[config.mk]
export PLATFORM = sky130hd
export DESIGN_NAME = aosc_top
export DESIGN_NICKNAME = d
export VERILOG_FILES = /design/src/common/aosc_pkg.sv /design/src/rtl/aosc_top.sv
export VERILOG_INCLUDE_DIRS = /design/src /design/src/common
export SDC_FILE = /design/constraint.sdc
export NUM_CORES = 1
export LEC_CHECK = 0
export BUFFER_PORTS_ARGS = -buffer_cell sky130_fd_sc_hd__buf_4
export CAP_MARGIN = 20
export CORE_MARGIN = 4
export CORE_UTILIZATION = 40
export DETAILED_ROUTE_END_ITERATION = 6
export HOLD_SLACK_MARGIN = 0.03
export PLACE_DENSITY = 0.61
export SYNTH_ARGS = -nofsm -noshare
export SYNTH_HDL_FRONTEND = slang
export SYNTH_SLANG_ARGS = --single-unit
[constraint.sdc]
create_clock -name clk_sys_i -period 4.1 [get_ports clk_sys_i]
set_input_delay 0.41 -clock clk_sys_i [delete_from_list [all_inputs] [get_ports clk_sys_i]]
set_output_delay 0.41 -clock clk_sys_i [all_outputs]
set_load 0.01 [all_outputs]
[src/common/aosc_regs.svh]
// Purpose: register offsets, field positions, reset values and timing counts
// Assumes: page 0 and page 1 share one 8-bit offset space, selected by a page bit
// Notes:   definitions only
`ifndef AOSC_REGS_SVH
`define AOSC_REGS_SVH

// ****************************************************************
// offsets (page 0)
// ****************************************************************
`define AOSC_P0_OVERTEMP      8'h03
`define AOSC_P0_PIN_SELECT    8'h39
`define AOSC_P0_SOFT_STEP     8'h3f
// ****************************************************************
// offsets (page 1)
// ****************************************************************
`define AOSC_P1_HP_POWER      8'h1f
`define AOSC_P1_SPK_POWER     8'h20
`define AOSC_P1_DAC_ROUTE     8'h23
`define AOSC_P1_LSPK_VOL      8'h26
`define AOSC_P1_RSPK_VOL      8'h27
`define AOSC_P1_LHP_GAIN      8'h28
`define AOSC_P1_LSPK_GAIN     8'h2a
`define AOSC_P1_RSPK_GAIN     8'h2b
`define AOSC_P1_HP_MODE       8'h2c
// ****************************************************************
// own control registers (page 0)
// ****************************************************************
`define AOSC_P0_PAGE_SEL      8'h00
`define AOSC_P0_SOFT_RESET    8'h01
`define AOSC_P0_STAGE_STATE   8'h04
`define AOSC_P0_VOL_STATE_L   8'h05
`define AOSC_P0_VOL_STATE_R   8'h06
// ****************************************************************
// field positions
// ****************************************************************
`define AOSC_BIT_LEFT_PWR     7
`define AOSC_BIT_RIGHT_PWR    6
`define AOSC_BIT_HP_SHUTDOWN  1
`define AOSC_BIT_FAULT        0
`define AOSC_BIT_OTP          1
`define AOSC_BIT_DAC_LEFT     6
`define AOSC_BIT_DAC_RIGHT    2
`define AOSC_BIT_VOL_ROUTE    7
`define AOSC_VOL_MUTE_CODE    7'h7f
`define AOSC_VOL_MIN_CODE     7'h75
`define AOSC_PIN_MODE_ON      2'h3
`define AOSC_LINEOUT_MODE     2'h3
`define AOSC_SOFT_RESET_KEY   8'h01
// ****************************************************************
// reset values
// ****************************************************************
`define AOSC_RST_VOL          8'h7f
`define AOSC_RST_ZERO         8'h00
// ****************************************************************
// timing: soft-step intervals and soft-start time
// ****************************************************************
`define AOSC_CLK_MHZ          100
`define AOSC_STEP_US_0        61
`define AOSC_STEP_US_1        122
`define AOSC_STEP_US_2        244
`define AOSC_SOFTSTART_US     50
`define AOSC_STEP_CYC_0       (`AOSC_STEP_US_0 * `AOSC_CLK_MHZ)
`define AOSC_STEP_CYC_1       (`AOSC_STEP_US_1 * `AOSC_CLK_MHZ)
`define AOSC_STEP_CYC_2       (`AOSC_STEP_US_2 * `AOSC_CLK_MHZ)
`define AOSC_SOFTSTART_CYC    (`AOSC_SOFTSTART_US * `AOSC_CLK_MHZ)

`endif

[src/common/aosc_pkg.sv]
// Purpose: types shared by the output stage control block
// Assumes: constants live in aosc_regs.svh
// Notes:   four stages, indexed as below
package aosc_pkg;

	// ****************************************************************
	// stage indexing and carriers
	// ****************************************************************
	typedef enum logic [1:0] {
		AOSC_HP_LEFT,
		AOSC_HP_RIGHT,
		AOSC_SPK_LEFT,
		AOSC_SPK_RIGHT
	} aosc_stage_t;

	// per-stage power sequencing state
	typedef enum logic [1:0] {
		AOSC_ST_OFF,
		AOSC_ST_RAMP,
		AOSC_ST_ON
	} aosc_pwr_t;

	// analog control outputs of one headphone pair
	typedef struct packed {
		logic [1:0] enable;
		logic [1:0] current_limit;
		logic [1:0] common_mode;
		logic       lineout_mode;
		logic [3:0] left_gain;
	} aosc_hp_ctl_t;

	// analog control outputs of the speaker pair
	typedef struct packed {
		logic [1:0] enable;
		logic [1:0] switching;
		logic [1:0] left_gain;
		logic [1:0] right_gain;
	} aosc_spk_ctl_t;

	// volume stage controls for one channel
	typedef struct packed {
		logic       dac_route;
		logic       amp_route;
		logic       mute;
		logic [6:0] level;
	} aosc_vol_ctl_t;

endpackage : aosc_pkg

[src/rtl/aosc_top.sv]
// Purpose: register bank and sequencing for playback output stages
// Assumes: one 100 MHz clock; fault and temperature inputs come from analog
// Notes:   registers reached by plain strobed port, read data one cycle later
//
// Notes on behaviour
// - dac route bit 6 feeds left volume stage, bit 2 feeds right stage
// - speaker volume 0 to -78 dB in half-dB steps plus mute, soft-stepped
// - left speaker volume in reg 38 bits 6-0, right in reg 39
// - bit 7 of regs 38/39 routes volume stage into speaker amplifier
// - volume stage mutes when route bit clear and code is 127
// - soft-step interval chosen by reg 63 bits 1-0
// - pattern 11 in reg 44 bits 2-1 selects low-power line-out drive
// - reg 31 bits 4-3 choose one of four common-mode levels
// - reg 31 bit 7 powers left headphone, bit 6 right headphone
// - left headphone gain from reg 40 bits 6-3
// - headphone short: bit 1 clear limits current, set shuts down
// - headphone short on either channel sets read-only flag bit 0
// - in shutdown mode a short clears that channel's power bit
// - setting power bit again restarts stage; recovers or shuts again
// - reset pin or software reset returns all registers to defaults
// - reg 32 bit 7 powers left speaker, bit 6 right speaker
// - speaker gains from bits 4-3 of regs 42 and 43
// - speaker overcurrent always shuts down and sets flag bit 0 of reg 32
// - setting speaker power bit again restarts stage after shutdown
// - overtemperature stops speaker switching, flagged in page 0 reg 3 bit 1
// - pin control only when page 0 reg 57 bits 2-1 are 11, off by default
// - under pin control low pin powers speakers, high powers headphones
// - under register control stages soft-start and may all be on at once
//
// Chosen here: the strobed register port.
`timescale 1ns/1ps
`include "aosc_regs.svh"

module aosc_top
	import aosc_pkg::*;
#(
	parameter int STEP_CYC_0    = `AOSC_STEP_CYC_0,
	parameter int STEP_CYC_1    = `AOSC_STEP_CYC_1,
	parameter int STEP_CYC_2    = `AOSC_STEP_CYC_2,
	parameter int SOFTSTART_CYC = `AOSC_SOFTSTART_CYC
) (
	input  wire logic          clk_sys_i,
	input  wire logic          rst_n_i,
	input  wire logic [7:0]    addr_i,
	input  wire logic [7:0]    wdata_i,
	input  wire logic          wr_i,
	input  wire logic          rd_i,
	output logic      [7:0]    rdata_o,
	input  wire logic          output_stage_select_pin_i,
	input  wire logic [3:0]    short_i,
	input  wire logic          overtemp_i,
	output aosc_hp_ctl_t       hp_ctl_o,
	output aosc_spk_ctl_t      spk_ctl_o,
	output aosc_vol_ctl_t      vol_left_o,
	output aosc_vol_ctl_t      vol_right_o
);

	// ****************************************************************
	// input synchronisers
	// ****************************************************************
	logic [5:0] sync_a, sync_b, sync_c;
	logic [5:0] filt, next_filt;
	logic       soft_reset;

	// analog flags and the select pin are asynchronous to the clock
	always_ff @(posedge clk_sys_i or negedge rst_n_i) begin
		if (!rst_n_i) begin
			sync_a <= 6'h00;
			sync_b <= 6'h00;
			sync_c <= 6'h00;
			filt   <= 6'h00;
		end else begin
			sync_a <= {output_stage_select_pin_i, overtemp_i, short_i};
			sync_b <= sync_a;
			sync_c <= sync_b;
			filt   <= next_filt;
		end
	end

	// a change counts only when second and third stages agree
	always_comb begin
		next_filt = filt;
		for (int i = 0; i < 6; i++) begin
			if (sync_b[i] == sync_c[i])
				next_filt[i] = sync_b[i];
		end
	end

	wire logic [3:0] short_s = filt[3:0];
	wire logic       otp_s   = filt[4];
	wire logic       pin_s   = filt[5];

	// ****************************************************************
	// register file
	// ****************************************************************
	logic       page, next_page;
	logic [7:0] pin_sel, soft_step, hp_pwr, spk_pwr, route, lvol, rvol;
	logic [7:0] lhp_gain, lspk_gain, rspk_gain, hp_mode;
	logic [7:0] next_pin_sel, next_soft_step, next_hp_pwr, next_spk_pwr, next_route;
	logic [7:0] next_lvol, next_rvol, next_lhp_gain, next_lspk_gain, next_rspk_gain;
	logic [7:0] next_hp_mode;
	logic [3:0] trip, restart;
	logic       hp_fault, spk_fault, next_hp_fault, next_spk_fault;

	function automatic logic hit(input logic pg, input logic [7:0] off);
		hit = wr_i && (page == pg) && (addr_i == off);
	endfunction : hit

	// software reset is the key write only; the reset pin acts asynchronously
	assign soft_reset = hit(1'b0, `AOSC_P0_SOFT_RESET) && wdata_i == `AOSC_SOFT_RESET_KEY;

	// software writes, then hardware clears of power bits
	always_comb begin
		next_page      = page;
		next_pin_sel   = pin_sel;
		next_soft_step = soft_step;
		next_hp_pwr    = hp_pwr;
		next_spk_pwr   = spk_pwr;
		next_route     = route;
		next_lvol      = lvol;
		next_rvol      = rvol;
		next_lhp_gain  = lhp_gain;
		next_lspk_gain = lspk_gain;
		next_rspk_gain = rspk_gain;
		next_hp_mode   = hp_mode;
		next_hp_fault  = hp_fault;
		next_spk_fault = spk_fault;
		restart        = 4'h0;
		if (wr_i && addr_i == `AOSC_P0_PAGE_SEL) next_page = wdata_i[0];
		if (hit(1'b0, `AOSC_P0_PIN_SELECT)) next_pin_sel  = wdata_i;
		if (hit(1'b0, `AOSC_P0_SOFT_STEP)) next_soft_step = wdata_i;
		if (hit(1'b1, `AOSC_P1_HP_POWER)) begin
			// fault flag bit 0 is read-only
			next_hp_pwr = {wdata_i[7:1], 1'b0};
			restart[0]  = wdata_i[`AOSC_BIT_LEFT_PWR];
			restart[1]  = wdata_i[`AOSC_BIT_RIGHT_PWR];
		end
		if (hit(1'b1, `AOSC_P1_SPK_POWER)) begin
			next_spk_pwr = {wdata_i[7:1], 1'b0};
			restart[2]   = wdata_i[`AOSC_BIT_LEFT_PWR];
			restart[3]   = wdata_i[`AOSC_BIT_RIGHT_PWR];
		end
		if (hit(1'b1, `AOSC_P1_DAC_ROUTE)) next_route     = wdata_i;
		if (hit(1'b1, `AOSC_P1_LSPK_VOL))  next_lvol      = wdata_i;
		if (hit(1'b1, `AOSC_P1_RSPK_VOL))  next_rvol      = wdata_i;
		if (hit(1'b1, `AOSC_P1_LHP_GAIN))  next_lhp_gain  = wdata_i;
		if (hit(1'b1, `AOSC_P1_LSPK_GAIN)) next_lspk_gain = wdata_i;
		if (hit(1'b1, `AOSC_P1_RSPK_GAIN)) next_rspk_gain = wdata_i;
		if (hit(1'b1, `AOSC_P1_HP_MODE))   next_hp_mode   = wdata_i;
		// a same-cycle write that sets a power bit suppresses the trip, so the write wins
		if (trip[0]) next_hp_pwr[`AOSC_BIT_LEFT_PWR]   = 1'b0;
		if (trip[1]) next_hp_pwr[`AOSC_BIT_RIGHT_PWR]  = 1'b0;
		if (trip[2]) next_spk_pwr[`AOSC_BIT_LEFT_PWR]  = 1'b0;
		if (trip[3]) next_spk_pwr[`AOSC_BIT_RIGHT_PWR] = 1'b0;
		// flags hold while a short lasts, so a shutdown stays visible
		next_hp_fault  = |trip[1:0] | (|(short_s[1:0] & hp_en_mask()))
			| (hp_fault & |short_s[1:0]);
		next_spk_fault = |trip[3:2] | (|(short_s[3:2] & spk_en_mask()))
			| (spk_fault & |short_s[3:2]);
		if (soft_reset) begin
			next_page      = 1'b0;
			next_pin_sel   = `AOSC_RST_ZERO;
			next_soft_step = `AOSC_RST_ZERO;
			next_hp_pwr    = `AOSC_RST_ZERO;
			next_spk_pwr   = `AOSC_RST_ZERO;
			next_route     = `AOSC_RST_ZERO;
			next_lvol      = `AOSC_RST_VOL;
			next_rvol      = `AOSC_RST_VOL;
			next_lhp_gain  = `AOSC_RST_ZERO;
			next_lspk_gain = `AOSC_RST_ZERO;
			next_rspk_gain = `AOSC_RST_ZERO;
			next_hp_mode   = `AOSC_RST_ZERO;
			next_hp_fault  = 1'b0;
			next_spk_fault = 1'b0;
		end
	end

	always_ff @(posedge clk_sys_i or negedge rst_n_i) begin
		if (!rst_n_i) begin
			page      <= 1'b0;
			pin_sel   <= `AOSC_RST_ZERO;
			soft_step <= `AOSC_RST_ZERO;
			hp_pwr    <= `AOSC_RST_ZERO;
			spk_pwr   <= `AOSC_RST_ZERO;
			route     <= `AOSC_RST_ZERO;
			lvol      <= `AOSC_RST_VOL;
			rvol      <= `AOSC_RST_VOL;
			lhp_gain  <= `AOSC_RST_ZERO;
			lspk_gain <= `AOSC_RST_ZERO;
			rspk_gain <= `AOSC_RST_ZERO;
			hp_mode   <= `AOSC_RST_ZERO;
			hp_fault  <= 1'b0;
			spk_fault <= 1'b0;
		end else begin
			page      <= next_page;
			pin_sel   <= next_pin_sel;
			soft_step <= next_soft_step;
			hp_pwr    <= next_hp_pwr;
			spk_pwr   <= next_spk_pwr;
			route     <= next_route;
			lvol      <= next_lvol;
			rvol      <= next_rvol;
			lhp_gain  <= next_lhp_gain;
			lspk_gain <= next_lspk_gain;
			rspk_gain <= next_rspk_gain;
			hp_mode   <= next_hp_mode;
			hp_fault  <= next_hp_fault;
			spk_fault <= next_spk_fault;
		end
	end

	// ****************************************************************
	// stage enables: register or pin control
	// ****************************************************************
	wire logic pin_mode = pin_sel[2:1] == `AOSC_PIN_MODE_ON;
	logic [3:0] want;

	// pin mode makes headphone and speaker pairs exclusive
	always_comb begin
		want = {spk_pwr[`AOSC_BIT_RIGHT_PWR], spk_pwr[`AOSC_BIT_LEFT_PWR],
			hp_pwr[`AOSC_BIT_RIGHT_PWR], hp_pwr[`AOSC_BIT_LEFT_PWR]};
		if (pin_mode)
			want = pin_s ? {2'b00, want[1:0]} : {want[3:2], 2'b00};
	end

	function automatic logic [1:0] hp_en_mask();
		hp_en_mask = want[1:0];
	endfunction : hp_en_mask

	function automatic logic [1:0] spk_en_mask();
		spk_en_mask = want[3:2];
	endfunction : spk_en_mask

	// ****************************************************************
	// per-stage soft-start sequencer
	// ****************************************************************
	aosc_pwr_t  pst [4];
	aosc_pwr_t  next_pst [4];
	logic [15:0] pcnt [4];
	logic [15:0] next_pcnt [4];
	logic [3:0] stage_on;

	generate
		for (genvar g = 0; g < 4; g++) begin : g_stage
			// headphone shuts only in shutdown mode; speakers always
			wire logic shut_mode = (g >= 2) ? 1'b1 : hp_pwr[`AOSC_BIT_HP_SHUTDOWN];
			assign trip[g] = (pst[g] != AOSC_ST_OFF) && short_s[g] && shut_mode && !restart[g];
			assign stage_on[g] = pst[g] == AOSC_ST_ON;

			always_comb begin
				next_pst[g]  = pst[g];
				next_pcnt[g] = pcnt[g];
				unique case (pst[g])
					AOSC_ST_OFF: if (want[g]) begin
						next_pst[g]  = AOSC_ST_RAMP;
						next_pcnt[g] = 16'h0000;
					end
					AOSC_ST_RAMP: begin
						next_pcnt[g] = pcnt[g] + 16'h0001;
						if (pcnt[g] == 16'(SOFTSTART_CYC - 1))
							next_pst[g] = AOSC_ST_ON;
					end
					AOSC_ST_ON: ;
				endcase
				if (!want[g] || trip[g] || soft_reset)
					next_pst[g] = AOSC_ST_OFF;
				if (restart[g] && want[g] && !soft_reset) begin
					next_pst[g]  = AOSC_ST_RAMP;
					next_pcnt[g] = 16'h0000;
				end
			end

			always_ff @(posedge clk_sys_i or negedge rst_n_i) begin
				if (!rst_n_i) begin
					pst[g]  <= AOSC_ST_OFF;
					pcnt[g] <= 16'h0000;
				end else begin
					pst[g]  <= next_pst[g];
					pcnt[g] <= next_pcnt[g];
				end
			end
		end
	endgenerate

	// ****************************************************************
	// soft-stepped speaker volume
	// ****************************************************************
	logic [6:0]  cur_vol [2];
	logic [6:0]  next_cur_vol [2];
	logic [17:0] step_cnt, next_step_cnt, step_len;
	logic        step_tick;

	// interval select; code 11 ticks every clock, so the level still steps one code per cycle
	always_comb begin
		unique case (soft_step[1:0])
			2'h0:    step_len = 18'(STEP_CYC_0 - 1);
			2'h1:    step_len = 18'(STEP_CYC_1 - 1);
			2'h2:    step_len = 18'(STEP_CYC_2 - 1);
			default: step_len = 18'h00000;
		endcase
		step_tick     = step_cnt >= step_len;
		next_step_cnt = step_tick ? 18'h00000 : step_cnt + 18'h00001;
	end

	generate
		for (genvar c = 0; c < 2; c++) begin : g_vol
			wire logic [6:0] tgt = (c == 0) ? lvol[6:0] : rvol[6:0];
			// codes above the floor all sit at the floor level
			wire logic [6:0] tgt_c = (tgt > `AOSC_VOL_MIN_CODE) ? `AOSC_VOL_MIN_CODE : tgt;
			always_comb begin
				next_cur_vol[c] = cur_vol[c];
				if (step_tick && cur_vol[c] < tgt_c)
					next_cur_vol[c] = cur_vol[c] + 7'h01;
				else if (step_tick && cur_vol[c] > tgt_c)
					next_cur_vol[c] = cur_vol[c] - 7'h01;
			end
			always_ff @(posedge clk_sys_i or negedge rst_n_i) begin
				if (!rst_n_i)
					cur_vol[c] <= `AOSC_VOL_MIN_CODE;
				else
					cur_vol[c] <= next_cur_vol[c];
			end
		end
	endgenerate

	always_ff @(posedge clk_sys_i or negedge rst_n_i) begin
		if (!rst_n_i)
			step_cnt <= 18'h00000;
		else
			step_cnt <= next_step_cnt;
	end

	// ****************************************************************
	// read mux and output registers
	// ****************************************************************
	logic [7:0] next_rdata;

	always_comb begin
		next_rdata = 8'h00;
		if (rd_i && page == 1'b0) begin
			unique case (addr_i)
				`AOSC_P0_PAGE_SEL:    next_rdata = {7'h00, page};
				`AOSC_P0_OVERTEMP:    next_rdata = {6'h00, otp_s, 1'b0};
				`AOSC_P0_PIN_SELECT:  next_rdata = pin_sel;
				`AOSC_P0_SOFT_STEP:   next_rdata = soft_step;
				`AOSC_P0_STAGE_STATE: next_rdata = {4'h0, stage_on};
				`AOSC_P0_VOL_STATE_L: next_rdata = {1'b0, cur_vol[0]};
				`AOSC_P0_VOL_STATE_R: next_rdata = {1'b0, cur_vol[1]};
				default:              next_rdata = 8'h00;
			endcase
		end else if (rd_i) begin
			unique case (addr_i)
				`AOSC_P1_HP_POWER:  next_rdata = {hp_pwr[7:1], hp_fault};
				`AOSC_P1_SPK_POWER: next_rdata = {spk_pwr[7:1], spk_fault};
				`AOSC_P1_DAC_ROUTE: next_rdata = route;
				`AOSC_P1_LSPK_VOL:  next_rdata = lvol;
				`AOSC_P1_RSPK_VOL:  next_rdata = rvol;
				`AOSC_P1_LHP_GAIN:  next_rdata = lhp_gain;
				`AOSC_P1_LSPK_GAIN: next_rdata = lspk_gain;
				`AOSC_P1_RSPK_GAIN: next_rdata = rspk_gain;
				`AOSC_P1_HP_MODE:   next_rdata = hp_mode;
				default:            next_rdata = 8'h00;
			endcase
		end
	end

	// analog controls registered so outputs come from flip-flops
	always_ff @(posedge clk_sys_i or negedge rst_n_i) begin
		if (!rst_n_i) begin
			rdata_o     <= 8'h00;
			hp_ctl_o    <= '0;
			spk_ctl_o   <= '0;
			vol_left_o  <= '0;
			vol_right_o <= '0;
		end else begin
			rdata_o                 <= next_rdata;
			hp_ctl_o.enable         <= {pst[1] != AOSC_ST_OFF, pst[0] != AOSC_ST_OFF};
			hp_ctl_o.current_limit  <= {2{~hp_pwr[`AOSC_BIT_HP_SHUTDOWN]}} & short_s[1:0];
			hp_ctl_o.common_mode    <= hp_pwr[4:3];
			hp_ctl_o.lineout_mode   <= hp_mode[2:1] == `AOSC_LINEOUT_MODE;
			hp_ctl_o.left_gain      <= lhp_gain[6:3];
			spk_ctl_o.enable        <= {pst[3] != AOSC_ST_OFF, pst[2] != AOSC_ST_OFF};
			spk_ctl_o.switching     <= stage_on[3:2] & {2{~otp_s}};
			spk_ctl_o.left_gain     <= lspk_gain[4:3];
			spk_ctl_o.right_gain    <= rspk_gain[4:3];
			vol_left_o.dac_route    <= route[`AOSC_BIT_DAC_LEFT];
			vol_left_o.amp_route    <= lvol[`AOSC_BIT_VOL_ROUTE];
			vol_left_o.mute         <= !lvol[7] && lvol[6:0] == `AOSC_VOL_MUTE_CODE;
			vol_left_o.level        <= cur_vol[0];
			vol_right_o.dac_route   <= route[`AOSC_BIT_DAC_RIGHT];
			vol_right_o.amp_route   <= rvol[`AOSC_BIT_VOL_ROUTE];
			vol_right_o.mute        <= !rvol[7] && rvol[6:0] == `AOSC_VOL_MUTE_CODE;
			vol_right_o.level       <= cur_vol[1];
		end
	end

endmodule : aosc_top

==> results of run 1 <==
==> critical path, stage by stage (launching register included) <==
cell	delay, ps
sky130_fd_sc_hd__dfrtp_1	460
sky130_fd_sc_hd__ha_1	290
sky130_fd_sc_hd__inv_1	100
sky130_fd_sc_hd__o21ai_0	130
sky130_fd_sc_hd__ha_1	320
sky130_fd_sc_hd__nand3_1	80
sky130_fd_sc_hd__or2_2	290
sky130_fd_sc_hd__nor2_1	120
sky130_fd_sc_hd__a211o_1	220
sky130_fd_sc_hd__nand2_1	200
sky130_fd_sc_hd__fa_1	470
sky130_fd_sc_hd__a211oi_1	290
sky130_fd_sc_hd__o21bai_1	110
sky130_fd_sc_hd__a21oi_1	210
sky130_fd_sc_hd__nor3_1	70
sky130_fd_sc_hd__o211ai_1	220
sky130_fd_sc_hd__xnor2_1	140
==> stage by stage <==
step	cell area (sq um)	instances	utilization, %	hold slack, ps
floorplan	13100	1290	-	114
global placement	14200	1775	43.7	335
detailed placement	14200	1775	43.7	336
CTS	15200	1836	47.0	159
global route	15200	1836	47.0	180
finish	15200	1836	47.0	194
==> repair_timing <==
item | in CTS | in global routing
hold endpoints to repair | 85 | 0
setup buffers | 0 | 0
hold buffers | 7 | 0
==> sequential cells by signal (all words and copies together) (netlist names), 7 cells and up <==
register / flops
cur_vol: 14
hp_ctl_o: 11
hp_mode: 8
hp_pwr: 7
lhp_gain: 8
lspk_gain: 8
lvol: 8
pcnt: 64
pin_sel: 8
pst: 8
rdata_o: 8
route: 8
rspk_gain: 8
rvol: 8
soft_step: 8
spk_ctl_o: 8
spk_pwr: 7
step_cnt: 18
vol_left_o: 10
vol_right_o: 10
==> cells in the final DEF, fill, tap and decap left out, types with 20 or more instances in the layout <==
cell type / n
sky130_fd_sc_hd__a21oi_1: 59
sky130_fd_sc_hd__xor2_1: 23
sky130_fd_sc_hd__inv_1: 41
sky130_fd_sc_hd__a22o_1: 63
sky130_fd_sc_hd__nand2b_1: 20
sky130_fd_sc_hd__a22oi_1: 21
sky130_fd_sc_hd__nor3_1: 22
sky130_fd_sc_hd__xnor2_1: 20
sky130_fd_sc_hd__nor2_1: 106
sky130_fd_sc_hd__ha_1: 49
sky130_fd_sc_hd__buf_4: 89
sky130_fd_sc_hd__o211ai_1: 21
sky130_fd_sc_hd__nand2_1: 115
sky130_fd_sc_hd__clkbuf_16: 29
sky130_fd_sc_hd__mux2i_1: 20
sky130_fd_sc_hd__dfstp_2: 24
sky130_fd_sc_hd__and3_1: 33
sky130_fd_sc_hd__o21ai_0: 97
sky130_fd_sc_hd__nand3_1: 38
sky130_fd_sc_hd__dfrtp_1: 240
==> path summary, 6_finish.rpt <==
kind                              start          end  depth (start not counted)
setup / recovery           soft_step[1]   cur_vol[6]                         16
hold / removal               wdata_i[0]      rvol[0]                          3
setup reg to reg           soft_step[1]   cur_vol[6]                         16
hold reg to reg               sync_a[1]    sync_b[1]                          0
max in group asynchronous       rst_n_i      rvol[6]                          3
min in group asynchronous       rst_n_i  step_cnt[3]                          2
==> logic make-up after synthesis <==
logic type / after synthesis
and+or+nand+nor: 451
xor gates and xnor gates: 43
muxes: 32
adders and majority gates: 57
buffers and inverters: 89
DFF: 264
AOI/OAI and AO/OA: 352
other: 1
==> power by group <==
part | total (mW) | switching, mW | internal [mW]
combinational | 1.21 | 0.624 | 0.584
clock | 2.72 | 1.09 | 1.63
sequential | 3.06 | 0.215 | 2.85
total | 6.99 | 1.93 | 5.06
==> metal layers <==
metal  part of all wire [%]  wire length (microns)
met5                  0.038                     13
met4                    2.8                    962
met2                     44                  15300
met3                    6.7                   2320
met1                     46                  16000
==> final cells by class <==
type	count	area [sq um]	area share [%]
Clock buffer	35	788	5.17
Clock inverter	19	219	1.44
Inverter	41	154	1.01
Multi-Input combinational cell	937	6120	40.1
Tap cell	442	553	3.63
Timing Repair Buffer	98	773	5.07
Sequential cell	264	6640	43.5
==> parameters.txt, run 1 <==
Parameter                              Value

GRT
  Initial antenna violation count ... 2
  Met1 Use GR ... ~28%
  Pin count of the biggest net entering global routing ... 105
  Global route overflow ... 0
  GRT Total Usage ... between 10% and 20%
  Met2 layer usage reported by global route ... ~29%
  Via count of the first global-routing pass ... between 10000 and 15000
  Global-route wire length before repair ... approximately 56000 microns
  Met3 usage ... roughly 3.8%
  Busiest layer in global routing ... met2

Synth
  Post-Syn Area ... around 0.013 sq mm
  Post-synthesis adder-cell area fraction ... approximately 5.4%
  Post-synthesis average cell area ... 10.2 sq um
  Leading cell types by total area after synthesis ... sky130_fd_sc_hd__dfrtp_1 46%, sky130_fd_sc_hd__dfstp_2 4.8%, sky130_fd_sc_hd__ha_1 4.7%, sky130_fd_sc_hd__a22o_1 4.2%, sky130_fd_sc_hd__o21ai_0 3.7%
  Warnings from Yosys ... 0
  Mux cell area share after synthesis ... 2.56%
  Leading cell type by number of instances after synthesis ... sky130_fd_sc_hd__dfrtp_1
  Post-synthesis compound-gate area fraction ... a little under a fifth
  Commonest cells in the synthesized netlist ... 240 x sky130_fd_sc_hd__dfrtp_1, 115 x sky130_fd_sc_hd__nand2_1, 106 x sky130_fd_sc_hd__nor2_1
  Post-synthesis xor/xnor area fraction ... 2.87%
  Proportion of synthesized flip-flops having asynchronous set or reset ... between 90% and 100%
  Synth Instances ... about 1300
  Share of the yosys chip area belonging to registers ... 50.7%
  Unique masters post-synth ... 76
  Post-synth top area share ... around 46%
  Main combinational cell family by area after synthesis ... compound AO/OA/AOI/OAI gates
  Count of flip-flops with a built-in enable after synthesis ... 0
  Most area-hungry cell type in the Yosys netlist ... sky130_fd_sc_hd__dfrtp_1
  Primary flip-flop cell chosen by synthesis mapping ... sky130_fd_sc_hd__dfrtp_1
  Post-synthesis register bit count ... ~260
  Simple-gate portion of the synthesized area ... roughly 18%

Timing
  Clock period minus worst slack ... around 3800 ps
  Post-Route Skew ... ~8.2 ps
  Setup repair after global routing missed its margin ... no
  Fmax ... 264 MHz
  Worst path setup slack after routing ... between 300 and 400 ps
  Setup TNS Final ... 0 ps
  Final count of negative-setup-slack endpoints ... 0
  Actual transition at the worst max-transition pin ... between 800 and 900 ps
  Normalized max-slew margin ... between 40% and 50%
  Slew Limit Fails ... 0
  Final period utilization ... between 90% and 100%
  Final hold violation count ... 0

Worst setup path
  Endpoint kind of the worst setup timing path ... flop
  Top fanout value on the critical path ... 7
  CP Data Arrival Time ... roughly 4300 ps
  Setup slack of the worst register-to-register path ... approximately 320 ps
  Critical setup path kind ... flop to flop
  Type of element launching the critical path ... flop
  Required @ worst endpoint ... roughly 4600 ps

Cells and area
  Inserted Diodes ... 0
  Layout overhead on the synthesized area ... 16.4%
  Net count reported at finish ... approximately 1400
  Share of post-route cells with drive strength above 1 ... between 10% and 20%
  FILL cells ... around 3000

Clock network
  TritonCTS buffer count ... 29
  Resized cells post-CTS ... 0
  Clock transition at the register clock pins on the worst setup and hold paths after CTS ... 60 ps
  CTS Buffer Depth ... 3
  Clock tree from TritonCTS ... done
  Clock sink total ... 264
  Clock insertion delay at the later pin of the skew report ... 550 ps
  Cell at the root of the clock tree ... sky130_fd_sc_hd__clkbuf_16
  Number of levels in the clock H-tree ... 1

Job
  Count of maximum capacitance violations ... 0

Die
  Placement Rows ... between 60 and 70
  Total I/O pin count ... 73
  Die extent in x ... 189 microns
  Core outline area ... about 0.032 sq mm
  Initial cell density of the core ... 40.4%
  Area of the die ... about 0.036 sq mm
  Vertical die dimension ... between 150 and 200 microns

Power
  VDD IR-drop max ... around 0.32 mV
  PD cells ... 458 mW/mm^2
  Total leakage power ... about 6.8 nW
  Pwr Total ... 6.99 mW

Place
  GPL Wtd Cong ... 0.880
  Worst Setup Slack post-DPL ... 342 ps
  IO Port Bufs ... between 70 and 80
  Placed wire-length estimate ... between 20000 and 25000 microns

Route
  DR WL/cell ... roughly 19 microns
  Wire length reported by the detailed router ... around 35000 microns
  DR pass1 iterations ... 6
  ANT nets after route ... 0
  Average via count per standard cell ... 5.66
  Vias post-DR ... between 10000 and 15000
  DRC violation count after routing ... 0
  Drt first-iter violations ... around 840

Status
  Status ... complete, no violations

Worst hold path
  Hold WC Path Type ... primary input to flop
No activity file was read; power rests on OpenSTA's default activity.
==> inputs of run 2 (changes only) <==
- MAX_ROUTING_LAYER: not set -> met4
- PLACE_DENSITY: 0.61 -> 0.58
==> run 2 against run 1 <==
  * First-iteration DRC count decreased by 9.9%
  * Sequential power about the same
  * Clock power about the same
  * Maximum frequency decreased by 0.51%
  * Die area unchanged
  * Combinational power about the same
  * Routed wire length increased by 0.26%
  * Non-clock buffer count decreased by 1
  * Via count decreased by 1.2%
  * Critical path depth unchanged
  * Final cell count increased by 0.11%
  * Critical path type unchanged
==> parameters.txt, run 2 (synthesized netlist as in run 1, its figures left out) <==
Parameter                              Value

GRT
  Met1 Use GR ... ~28%
  Global-route wire length before repair ... ~56000 microns
  Met3 usage ... 3.74%
  Pin count of the biggest net entering global routing ... 113
  Busiest layer in global routing ... met2
  Initial antenna violation count ... 3
  Global route overflow ... 0
  GRT Total Usage ... between 10% and 20%
  Met2 layer usage reported by global route ... a little under a third
  Via count of the first global-routing pass ... approximately 10000

Cells and area
  Share of post-route cells with drive strength above 1 ... about 14%
  Register with the highest flop count ... pcnt
  Layout overhead on the synthesized area ... 16.4%
  Number of flip-flops in the largest register ... 64
  Leading registers by flop count ... pcnt (64), step_cnt (18), cur_vol (14)
  Net count reported at finish ... approximately 1400
  Leading cell type in the layout, fill and taps excluded ... sky130_fd_sc_hd__dfrtp_1
  Commonest non-fill, non-tap cells in the layout ... 240 x sky130_fd_sc_hd__dfrtp_1, 114 x sky130_fd_sc_hd__nand2_1, 106 x sky130_fd_sc_hd__nor2_1
  Final core utilization ... a little under half
  Final design instance area without fill ... between 0.015 and 0.02 sq mm

Timing
  Final count of negative-setup-slack endpoints ... 0
  Normalized max-slew margin ... about a third
  Setup repair after global routing missed its margin ... no
  Fmax ... about 260 MHz
  Post-Route Skew ... 17.1 ps
  Final period utilization ... between 90% and 100%
  Final hold violation count ... 0
  Slew Limit Fails ... 0
  Setup TNS Final ... 0 ps
  Clock period minus worst slack ... between 3000 and 4000 ps
  Actual transition at the worst max-transition pin ... between 1000 and 1500 ps

Worst setup path
  CP Data Arrival Time ... ~4300 ps
  Required @ worst endpoint ... about 4600 ps
  Critical setup path kind ... flop to flop
  Cell family with the largest share of critical-path delay ... compound AO/OA/AOI/OAI gates
  Critical-path cell with the highest stage delay ... sky130_fd_sc_hd__fa_1
  Depth of the most critical reg-to-reg path ... 16
  Cell breakdown of the critical path ... ha_1, inv_1, o21ai_0, ha_1, nand3_1, or2_2, nor2_1, a211o_1, nand2_1, fa_1, a211oi_2, o21bai_1, a21oi_1, nor3_1, o211ai_1, xnor2_1
  Worst path depth ... 16
  Buffer and inverter count on the worst path ... 1
  Endpoint kind of the worst setup timing path ... flop
  Most numerous cell on the critical path ... sky130_fd_sc_hd__ha_1
  Top fanout value on the critical path ... 7
  Type of element launching the critical path ... flop
  Peak per-stage delay on the critical path ... a little under 500 ps

Status
  Status ... complete, no violations

Worst hold path
  Hold WC Path Type ... primary input to flop
  WHS Path Cells ... 3

Clock network
  Clock transition at the register clock pins on the worst setup and hold paths after CTS ... about 60 ps
  CTS Buffer Depth ... 3
  Clock insertion delay at the later pin of the skew report ... about 570 ps
  Clock sink total ... approximately 260
  Number of levels in the clock H-tree ... 1
  Clock tree from TritonCTS ... done
  Setup bufs post-CTS ... 0
  Cell at the root of the clock tree ... sky130_fd_sc_hd__clkbuf_16
  TritonCTS buffer count ... 29

Route
  DRC violation count after routing ... 0
  DR WL/cell ... ~19 microns
  Drt first-iter violations ... roughly 750
  Average via count per standard cell ... approximately 5.6
  DR pass1 iterations ... 5
  ANT nets after route ... 0
  Vias post-DR ... between 10000 and 15000
  Wire length reported by the detailed router ... about 35000 microns

Place
  Placement-stage cell area ... between 0.01 and 0.015 sq mm
  Placed wire-length estimate ... 24100 microns
  GPL Wtd Cong ... 0.879
  IO Port Bufs ... about 70

Die
  Initial cell density of the core ... between 40% and 50%
  Total I/O pin count ... between 70 and 80
  Area of the die ... between 0.03 and 0.04 sq mm
  Die extent in x ... between 150 and 200 microns
  Core outline area ... 0.0325 sq mm
  Vertical die dimension ... 189 microns
  Placement Rows ... 66

Power
  PD cells ... 458 mW/mm^2
  VDD IR-drop max ... approximately 0.37 mV
  Total leakage power ... 6.83 nW
  Pwr Total ... roughly 7 mW

Job
  Count of maximum capacitance violations ... 0
## run 2: cell types whose count changed in the layout (fill, tap and decap cells not counted)
cell,delta
sky130_fd_sc_hd__inv_6,-2
sky130_fd_sc_hd__clkbuf_8,+2
sky130_fd_sc_hd__nand2_2,+1
sky130_fd_sc_hd__diode_2,+4
sky130_fd_sc_hd__nand2_1,-1
sky130_fd_sc_hd__clkbuf_1,+3
sky130_fd_sc_hd__buf_4,-2
sky130_fd_sc_hd__clkinv_2,-2
sky130_fd_sc_hd__buf_12,+1
sky130_fd_sc_hd__a211oi_2,+1
sky130_fd_sc_hd__inv_16,+1
sky130_fd_sc_hd__clkinv_4,-2
sky130_fd_sc_hd__bufinv_16,-1
sky130_fd_sc_hd__a211oi_1,-1
## run 2: power breakdown
part	switching, mW	leakage [nW]	internal [mW]
clock	1.09	0.487	1.60
combinational	0.638	2.94	0.591
sequential	0.220	3.40	2.85
total	1.95	6.83	5.04
## run 2: final cells by class
class                      count  area, sq um
multi-input combinational    937         6130
fill                        3043        17200
inverter                      41          154
antenna                        4         10.0
clock inverter                13          164
timing repair buffer          97          778
clock buffer                  40          827
tap                          442          553
sequential                   264         6640
## run 2: per-layer routing
metal	part of all wire [%]	routed length, microns	up-vias
met1	47	16400	5021
met3	6.1	2100	45
met4	1.9	673	0
met2	45	15500	291
met5	0	0	-
li1	-	-	4902
## run 2: worst min-delay path, stage by stage
cell and delay [ps]:
sky130_fd_sc_hd__buf_4 180, sky130_fd_sc_hd__nand2_1 70, sky130_fd_sc_hd__o21ai_0 70
## run 2: what timing repair did
item	4_1_cts	5_1_grt
hold buffers	7	0
resized for setup	0	2
setup endpoints to repair	0	2
endpoints found under the hold margin	99	0
## run 2: path summary, 6_finish.rpt
kind	start	endpoint	slack, ps
max in group asynchronous	rst_n_i	cur_vol[5]	2660
max reg2reg	soft_step[1]	cur_vol[13]	300
min	wdata_i[0]	rvol[0]	190
min reg2reg	sync_a[3]	sync_b[3]	350
max	soft_step[1]	cur_vol[13]	300
min in group asynchronous	rst_n_i	step_cnt[9]	510
## run 2: through the flow
stage / std cells / setup WS (ps) / hold WS [ps]
floorplan: 1290 / 400 / 114
global placement: 1774 / 439 / 332
detailed placement: 1774 / 265 / 335
CTS: 1834 / 216 / 160
global route: 1837 / 3.73 / 170
finish: 1838 / 298 / 188
